--- src/toc_pkg.sv ---
package toc_pkg;

    // ------------------------------------------------------------
    // Register addresses and field positions
    // ------------------------------------------------------------
    localparam int unsigned AW          = 8;
    localparam int unsigned DW          = 8;
    localparam logic [AW-1:0] ADDR_CTRL   = 8'hC0;
    localparam logic [AW-1:0] ADDR_RLD_LO = 8'hD2;
    localparam logic [AW-1:0] ADDR_RLD_HI = 8'hD3;
    localparam logic [AW-1:0] ADDR_CNT_LO = 8'hD4;
    localparam logic [AW-1:0] ADDR_CNT_HI = 8'hD5;

    localparam int unsigned BIT_HFLAG   = 7;
    localparam int unsigned BIT_LFLAG   = 6;
    localparam int unsigned BIT_LIRQEN  = 5;
    localparam int unsigned BIT_CAPEN   = 4;
    localparam int unsigned BIT_SPLIT   = 3;
    localparam int unsigned BIT_RUN     = 2;

    localparam logic [DW-1:0] BYTE_MAX  = 8'hFF;
    localparam logic [DW-1:0] BYTE_ZERO = 8'h00;
    localparam logic [DW-1:0] BYTE_ONE  = 8'h01;
    localparam logic [DW-1:0] RST_BYTE  = 8'h00;

    // ------------------------------------------------------------
    // Capture sources
    // ------------------------------------------------------------
    localparam int unsigned NUM_CAP_SRC = 8;
    localparam int unsigned CAP_SEL_W   = 3;

    // ------------------------------------------------------------
    // Types
    // ------------------------------------------------------------
    typedef struct packed {
        logic high_overflow_flag;
        logic low_overflow_flag;
        logic low_overflow_irq_enable;
        logic capture_enable;
        logic split_enable;
        logic run_control;
    } toc_ctrl_t;

    localparam toc_ctrl_t RST_CTRL = '0;

    typedef enum logic [5:0] {
        SEL_NONE   = 6'b000001,
        SEL_CTRL   = 6'b000010,
        SEL_RLD_LO = 6'b000100,
        SEL_RLD_HI = 6'b001000,
        SEL_CNT_LO = 6'b010000,
        SEL_CNT_HI = 6'b100000
    } toc_sel_t;

endpackage : toc_pkg

--- src/toc_timer.sv ---
module toc_timer
    import toc_pkg::*;
#(
    parameter int unsigned NSRC = NUM_CAP_SRC,
    parameter int unsigned SELW = CAP_SEL_W
) (
    input  wire logic            SYS_CLK,
    input  wire logic            RST,
    input  wire logic            CE,
    input  wire logic [AW-1:0]   SFR_ADDR,
    input  wire logic [DW-1:0]   SFR_WDATA,
    input  wire logic            SFR_WE,
    input  wire logic            SFR_RE,
    output logic      [DW-1:0]   SFR_RDATA,
    input  wire logic            TIMER_IRQ_ENABLE,
    input  wire logic            TICK_LOW,
    input  wire logic            TICK_HIGH,
    input  wire logic [NSRC-1:0] CAPTURE_SOURCES,
    input  wire logic [SELW-1:0] CAPTURE_SOURCE_SELECT,
    output logic                 TIMER_IRQ
);

    // ------------------------------------------------------------
    // Address decode
    // ------------------------------------------------------------
    function automatic toc_sel_t decode(input logic [AW-1:0] a);
        toc_sel_t s;
        s = SEL_NONE;
        case (a)
            ADDR_CTRL:   s = SEL_CTRL;
            ADDR_RLD_LO: s = SEL_RLD_LO;
            ADDR_RLD_HI: s = SEL_RLD_HI;
            ADDR_CNT_LO: s = SEL_CNT_LO;
            ADDR_CNT_HI: s = SEL_CNT_HI;
            default:     s = SEL_NONE;
        endcase
        return s;
    endfunction : decode

    toc_ctrl_t         ctrl_q;
    logic [DW-1:0]     count_low_q;
    logic [DW-1:0]     count_high_q;
    logic [DW-1:0]     reload_low_q;
    logic [DW-1:0]     reload_high_q;
    logic [DW-1:0]     rdata_q;
    logic              irq_q;

    toc_sel_t          wsel;
    toc_sel_t          rsel;
    logic              wr_ctrl;
    logic              wr_rld_lo;
    logic              wr_rld_hi;
    logic              wr_cnt_lo;
    logic              wr_cnt_hi;

    assign wsel      = SFR_WE ? decode(SFR_ADDR) : SEL_NONE;
    assign rsel      = decode(SFR_ADDR);
    assign wr_ctrl   = (wsel == SEL_CTRL);
    assign wr_rld_lo = (wsel == SEL_RLD_LO);
    assign wr_rld_hi = (wsel == SEL_RLD_HI);
    assign wr_cnt_lo = (wsel == SEL_CNT_LO);
    assign wr_cnt_hi = (wsel == SEL_CNT_HI);

    // ------------------------------------------------------------
    // Capture event
    // ------------------------------------------------------------
    logic cap_event;
    logic cap_hit;

    toc_capture_edge #(
        .N  (NSRC),
        .SW (SELW)
    ) u_capture (
        .clk     (SYS_CLK),
        .rst     (RST),
        .ce      (CE),
        .src     (CAPTURE_SOURCES),
        .sel     (CAPTURE_SOURCE_SELECT),
        .event_q (cap_event)
    );

    assign cap_hit = cap_event & ctrl_q.capture_enable;

    // ------------------------------------------------------------
    // Count stepping and overflow detection
    // ------------------------------------------------------------
    logic split;
    logic low_step;
    logic high_step;
    logic low_wrap;
    logic high_wrap;
    logic low_reload;

    assign split = ctrl_q.split_enable;

    // Low byte is always running in split mode, gated otherwise
    assign low_step  = TICK_LOW & (split | ctrl_q.run_control);
    assign low_wrap  = low_step & (count_low_q == BYTE_MAX);

    // In 16-bit mode the high byte steps on the low byte's carry
    assign high_step = split ? (TICK_HIGH & ctrl_q.run_control)
                             : low_wrap;
    // Covers both the 8-bit roll and the full 16-bit wrap
    assign high_wrap = high_step & (count_high_q == BYTE_MAX);

    // 16-bit mode reloads the low byte only on the full wrap
    assign low_reload = ~ctrl_q.capture_enable
                      & (split | high_wrap);

    always_ff @(posedge SYS_CLK or posedge RST) begin
        if (RST) begin
            count_low_q <= RST_BYTE;
        end else if (CE) begin
            if (wr_cnt_lo) begin
                count_low_q <= SFR_WDATA;
            end else if (low_step) begin
                if (low_wrap) begin
                    count_low_q <= low_reload ? reload_low_q
                                              : BYTE_ZERO;
                end else begin
                    count_low_q <= count_low_q + BYTE_ONE;
                end
            end
        end
    end

    always_ff @(posedge SYS_CLK or posedge RST) begin
        if (RST) begin
            count_high_q <= RST_BYTE;
        end else if (CE) begin
            if (wr_cnt_hi) begin
                count_high_q <= SFR_WDATA;
            end else if (high_step) begin
                if (high_wrap) begin
                    // Capture mode free-runs: the pair holds captures
                    count_high_q <= ctrl_q.capture_enable ? BYTE_ZERO
                                                          : reload_high_q;
                end else begin
                    count_high_q <= count_high_q + BYTE_ONE;
                end
            end
        end
    end

    // ------------------------------------------------------------
    // Reload pair: software value or captured count
    // ------------------------------------------------------------
    // A capture in the same cycle as a software write wins, so a
    // timestamp is never lost to a concurrent reload update.
    always_ff @(posedge SYS_CLK or posedge RST) begin
        if (RST) begin
            reload_low_q  <= RST_BYTE;
            reload_high_q <= RST_BYTE;
        end else if (CE) begin
            if (cap_hit) begin
                reload_low_q  <= count_low_q;
                reload_high_q <= count_high_q;
            end else begin
                if (wr_rld_lo) begin
                    reload_low_q <= SFR_WDATA;
                end
                if (wr_rld_hi) begin
                    reload_high_q <= SFR_WDATA;
                end
            end
        end
    end

    // ------------------------------------------------------------
    // Control register and sticky flags
    // ------------------------------------------------------------
    logic high_set;
    logic low_set;

    assign high_set = high_wrap | cap_hit;
    assign low_set  = low_wrap;

    always_ff @(posedge SYS_CLK or posedge RST) begin
        if (RST) begin
            ctrl_q <= RST_CTRL;
        end else if (CE) begin
            if (wr_ctrl) begin
                ctrl_q.low_overflow_irq_enable <= SFR_WDATA[BIT_LIRQEN];
                ctrl_q.capture_enable          <= SFR_WDATA[BIT_CAPEN];
                ctrl_q.split_enable            <= SFR_WDATA[BIT_SPLIT];
                ctrl_q.run_control             <= SFR_WDATA[BIT_RUN];
            end
            // Set beats a simultaneous software clear
            if (high_set) begin
                ctrl_q.high_overflow_flag <= 1'b1;
            end else if (wr_ctrl) begin
                ctrl_q.high_overflow_flag <= SFR_WDATA[BIT_HFLAG];
            end
            if (low_set) begin
                ctrl_q.low_overflow_flag <= 1'b1;
            end else if (wr_ctrl) begin
                ctrl_q.low_overflow_flag <= SFR_WDATA[BIT_LFLAG];
            end
        end
    end

    // ------------------------------------------------------------
    // Read port
    // ------------------------------------------------------------
    logic [DW-1:0] ctrl_rd;

    always_comb begin
        ctrl_rd             = BYTE_ZERO;
        ctrl_rd[BIT_HFLAG]  = ctrl_q.high_overflow_flag;
        ctrl_rd[BIT_LFLAG]  = ctrl_q.low_overflow_flag;
        ctrl_rd[BIT_LIRQEN] = ctrl_q.low_overflow_irq_enable;
        ctrl_rd[BIT_CAPEN]  = ctrl_q.capture_enable;
        ctrl_rd[BIT_SPLIT]  = ctrl_q.split_enable;
        ctrl_rd[BIT_RUN]    = ctrl_q.run_control;
    end

    always_ff @(posedge SYS_CLK or posedge RST) begin
        if (RST) begin
            rdata_q <= BYTE_ZERO;
        end else if (CE && SFR_RE) begin
            case (rsel)
                SEL_CTRL:   rdata_q <= ctrl_rd;
                SEL_RLD_LO: rdata_q <= reload_low_q;
                SEL_RLD_HI: rdata_q <= reload_high_q;
                SEL_CNT_LO: rdata_q <= count_low_q;
                SEL_CNT_HI: rdata_q <= count_high_q;
                default:    rdata_q <= BYTE_ZERO;
            endcase
        end
    end

    assign SFR_RDATA = rdata_q;

    // ------------------------------------------------------------
    // Interrupt request
    // ------------------------------------------------------------
    // Level request: stays up until software clears the flags, so
    // the processor cannot miss it while another routine runs.
    always_ff @(posedge SYS_CLK or posedge RST) begin
        if (RST) begin
            irq_q <= 1'b0;
        end else if (CE) begin
            irq_q <= TIMER_IRQ_ENABLE
                   & (ctrl_q.high_overflow_flag
                      | (ctrl_q.low_overflow_irq_enable
                         & ctrl_q.low_overflow_flag));
        end
    end

    assign TIMER_IRQ = irq_q;

endmodule : toc_timer

--- src/toc_capture_edge.sv ---
module toc_capture_edge
    import toc_pkg::*;
#(
    parameter int unsigned N  = NUM_CAP_SRC,
    parameter int unsigned SW = CAP_SEL_W
) (
    input  wire logic          clk,
    input  wire logic          rst,
    input  wire logic          ce,
    input  wire logic [N-1:0]  src,
    input  wire logic [SW-1:0] sel,
    output logic               event_q
);

    // ------------------------------------------------------------
    // Two-stage synchronisers, one per source
    // ------------------------------------------------------------
    logic [N-1:0] meta_q;
    logic [N-1:0] sync_q;
    logic [N-1:0] prev_q;
    logic [N-1:0] fall;

    genvar gi;
    generate
        for (gi = 0; gi < N; gi++) begin : g_src
            always_ff @(posedge clk or posedge rst) begin
                if (rst) begin
                    meta_q[gi] <= 1'b0;
                    sync_q[gi] <= 1'b0;
                    prev_q[gi] <= 1'b0;
                end else if (ce) begin
                    meta_q[gi] <= src[gi];
                    sync_q[gi] <= meta_q[gi];
                    prev_q[gi] <= sync_q[gi];
                end
            end
            // Capture is taken on high-to-low transitions
            assign fall[gi] = prev_q[gi] & ~sync_q[gi];
        end
    endgenerate

    always_ff @(posedge clk or posedge rst) begin
        if (rst) begin
            event_q <= 1'b0;
        end else if (ce) begin
            event_q <= fall[sel];
        end
    end

endmodule : toc_capture_edge

--- config.mk ---
export PLATFORM = sky130hd
export DESIGN_NAME = toc_timer
export DESIGN_NICKNAME = d
export VERILOG_FILES = /design/src/toc_pkg.sv /design/src/toc_timer.sv /design/src/toc_capture_edge.sv
export SDC_FILE = /design/constraint.sdc
export NUM_CORES = 1
export LEC_CHECK = 0
export BUFFER_PORTS_ARGS = -buffer_cell sky130_fd_sc_hd__clkbuf_2
export CORE_MARGIN = 10
export CORE_UTILIZATION = 25
export CTS_CLUSTER_SIZE = 25
export DETAILED_ROUTE_END_ITERATION = 6
export SYNTH_ARGS = -nofsm -noshare
export SYNTH_HDL_FRONTEND = slang
export SYNTH_HIERARCHICAL = 1
export SYNTH_SLANG_ARGS = --single-unit
export TNS_END_PERCENT = 10
--- constraint.sdc ---
create_clock -name SYS_CLK -period 3.7 [get_ports SYS_CLK]
set_input_delay 0.555 -clock SYS_CLK [delete_from_list [all_inputs] [get_ports SYS_CLK]]
set_output_delay 0.555 -clock SYS_CLK [all_outputs]
set_load 0.02 [all_outputs]
==> flow_summary.ini <==
[clock_network]
postCtsResizedCells = 0
cts_made_buffers = 9
ctsLongestPathBuffers = 2
worstSkewPairLatency_ns = 0.34
postCtsSetupBuffers = 0
cts-htree-levels = 3
cts.clk_slew.worst_paths_ns = 0.06
cts-hold-fix-buffers = 0
clk_root_buffer_cell = clkbuf_16
cts_tree = yes
cts.sink_count = 72

[final_layout]
layout-drive-gt1-share_pct = 23.6
num-nets-final = 468
layoutNonFillerInstCount = 647
highest_count_cells_in_the_layout_ignoring_fill_and_taps = dfrtp_1 (72), nand2_1 (55), clkbuf_2 (43)
antenna-diode-count = 0
mostFrequentLayoutCell = dfrtp_1
area_growth_pct = 17.9

[timing]
worst_clock_skew_ns = 0.00619
min_period_ns = 2.67
number_of_failing_hold_endpoints_at_the_final_stage = 0
actual_transition_at_the_worst_max_transition_pin_ns = 1.11
final_min_period_over_clock_period_pct = 72.2
maxClockFrequency_ghz = 0.375
unrepaired_setup_endpoints_after_global_routing = false
final-setup-viol-count = 0
slew_headroom_pct = 25.4
tns_ns = 0
slew_viol_final = 0

[setup_path]
critPathArrivalTime_ns = 2.92
crit_type = flip-flop to flip-flop
cp_max_fo = 8
critPathMaxStageDelay_ns = 0.70
worst_path_max_delay_cell = a211oi_2
critical_path_required_ns = 3.95
critical_path.cell_chain = ha_1, and4_1, nand4_1, a211oi_2, a221oi_1, o31ai_2
critPathLaunchType = flip-flop
cp-end-kind = flip-flop

[placement]
gp_congestion = 0.941
numPortBuffers = 43
numPlacedInstances = 631
final_hpwl_from_detailed_placement_um = 8560

[grt]
via_count_of_the_first_global_routing_pass = 3414
number_of_antenna_violations_at_the_first_check_in_global_routing = 1
track_usage_pct = 11.2
wire_length_of_the_first_global_routing_pass_um = 19200
pin_count_of_the_biggest_net_entering_global_routing = 48
globalRouteOverflowTotal = 0

[power]
switching_share_pct = 27.7
share_clk_of_total_power_pct = 41.5
power.share.combinational_pct = 12.1
vdd_ir_drop_max_mv = 0.225
power.total_uw = 2110
p_int_uw = 1530
seq_power_share_pct = 46.4
p_leak_uw = 0.00190
netSwitchingPower_uw = 584
cellPowerDensity_mw_per_mm2 = 456

[detailed_routing]
detailedRoute.firstPassIterationCount = 7
drt-initial-drc-count = 370
via_per_inst = 5.38
wl_per_instance_um = 18.5
number_of_nets_with_antenna_violations_after_detailed_routing = 0
wirelength_um = 12000
post-route-drc-count = 3
detailroute.via_count = 3478

[floorplanning]
number_of_rows_in_the_core_area = 45
die_h_um = 145
initial_utilization_pct = 25.7
die_w_um = 145
ios = 44
fp.dieArea_mm2 = 0.0211
floorplan.core_area_mm2 = 0.0153

[synth]
synthesis.nets = 433
synth.yosys.warnings = 6
ffs_latches_synth = 72
number_of_different_library_cells_in_the_post_synthesis_netlist = 61
post_synth.cell_area_avg_um2 = 9.92
synth-edff-count = 0
synth-seq-area-share_pct = 45.8
synth-async-reset-ratio_pct = 100
post_synth_inst_count = 396
synthesis.area_mm2 = 0.00393
synthFlopType = dfrtp_1

[hold_path]
worst_hold_path_type = primary input to asynchronous set/reset pin

[status]
run_status = finished, violations left
violations_in_the_final_reports = design-rule violations

[job]
max_capacitance_violation_count = 0
==> final timing paths <==
check	to	cells after the start	slack, ns	from
min in group SYS_CLK	u_capture/meta_q[0]	2	0.44	CAPTURE_SOURCES[0]
hold reg to reg	u_capture/sync_q[1]	2	0.50	u_capture/meta_q[1]
hold / removal	u_capture/sync_q[2]	2	0.42	RST
setup reg to reg	count_low_q[5]	6	1.03	count_high_q[0]
setup / recovery	count_low_q[5]	6	1.03	count_high_q[0]
max in group asynchronous	reload_low_q[4]	2	2.58	RST
==> per-layer routing <==
| metal | part of all wire, % | up-vias | global-route usage (%) | routed length [um] |
|---|---|---|---|---|
| met3 | 12 | 25 | 4.25 | 1400 |
| met2 | 42 | 197 | 16.3 | 5080 |
| met4 | 2.4 | 0 | 4.10 | 289 |
| li1 | - | 1588 | - | - |
| met1 | 43 | 1668 | 14.7 | 5200 |
| met5 | 0 | - | 0 | 0 |
==> critical path, delay by kind of cell, from the launching register on <==
kind | cells | cell delay, ns
AO/OA/AOI/OAI | 3 | 1.19
adder cells (fa/ha/maj) | 1 | 0.26
flip-flops | 1 | 0.51
AND/OR/NAND/NOR | 2 | 0.62
==> stage by stage <==
stage	cell area (um^2)	setup slack (ns)	hold WS (ns)	util [%]
after floorplan	3930	1.49	0.449	-
after global placement	4340	1.07	0.473	28.3
after detailed placement	4340	0.999	0.477	28.3
after CTS	4630	1.08	0.432	30.3
after global routing	4630	0.823	0.438	30.3
final	4630	1.03	0.420	30.3
==> synth_stat cells (5+ instances only) <==
master	count	area [um^2]
a31oi_1	11	68.8
nand3_1	10	50.1
inv_1	16	60.1
dfrtp_1	72	1800
nor2_1	24	90.1
nand2_1	55	206
a21oi_1	23	115
a211oi_1	5	37.5
a221oi_1	5	43.8
mux2_2	25	282
o21ai_0	12	60.1
a222oi_1	8	80.1
clkbuf_1	11	41.3
o31ai_2	5	62.6
a22oi_1	7	52.6
a41oi_1	17	149
buf_2	9	45.0
==> flip-flops by register name, summed over array words and instances, names as in the netlist <==
register           flops
SFR_RDATA              8
TIMER_IRQ              1
count_high_q           8
count_low_q            8
ctrl_q                 5
reload_high_q          8
reload_low_q           8
split                  1
u_capture/event_q      1
u_capture/meta_q       8
u_capture/prev_q       8
u_capture/sync_q       8
==> final cells by class <==
type / instances / area, um^2
Clock buffer: 10 / 229
Multi-Input combinational cell: 283 / 1950
Clock inverter: 6 / 68.8
Fill cell: 1645 / 10700
Timing Repair Buffer: 49 / 260
Sequential cell: 72 / 1800
Inverter: 16 / 60.1
Tap cell: 211 / 264
==> power groups by stage <==
stage                     clock, uW  combinational (uW)  sequential (uW)
final                           876                 256              980
after global routing            929                 287              992
after CTS                       894                 259              977
after detailed placement          0                 257              992
after global placement            0                 248              986
after floorplan                   0                 174              965
==> cells by family after synthesis <==
family / count (synthesis) / synth area share [%]
AO/OA/AOI/OAI: 125 / 24.5
buffers and inverters: 41 / 4.52
multiplexers: 26 / 7.42
flip-flops: 72 / 45.8
XOR/XNOR: 8 / 1.78
AND/OR/NAND/NOR: 122 / 15.3
adder cells (fa/ha/maj): 2 / 0.637
Note: power is estimated with default switching activity, not from simulation.
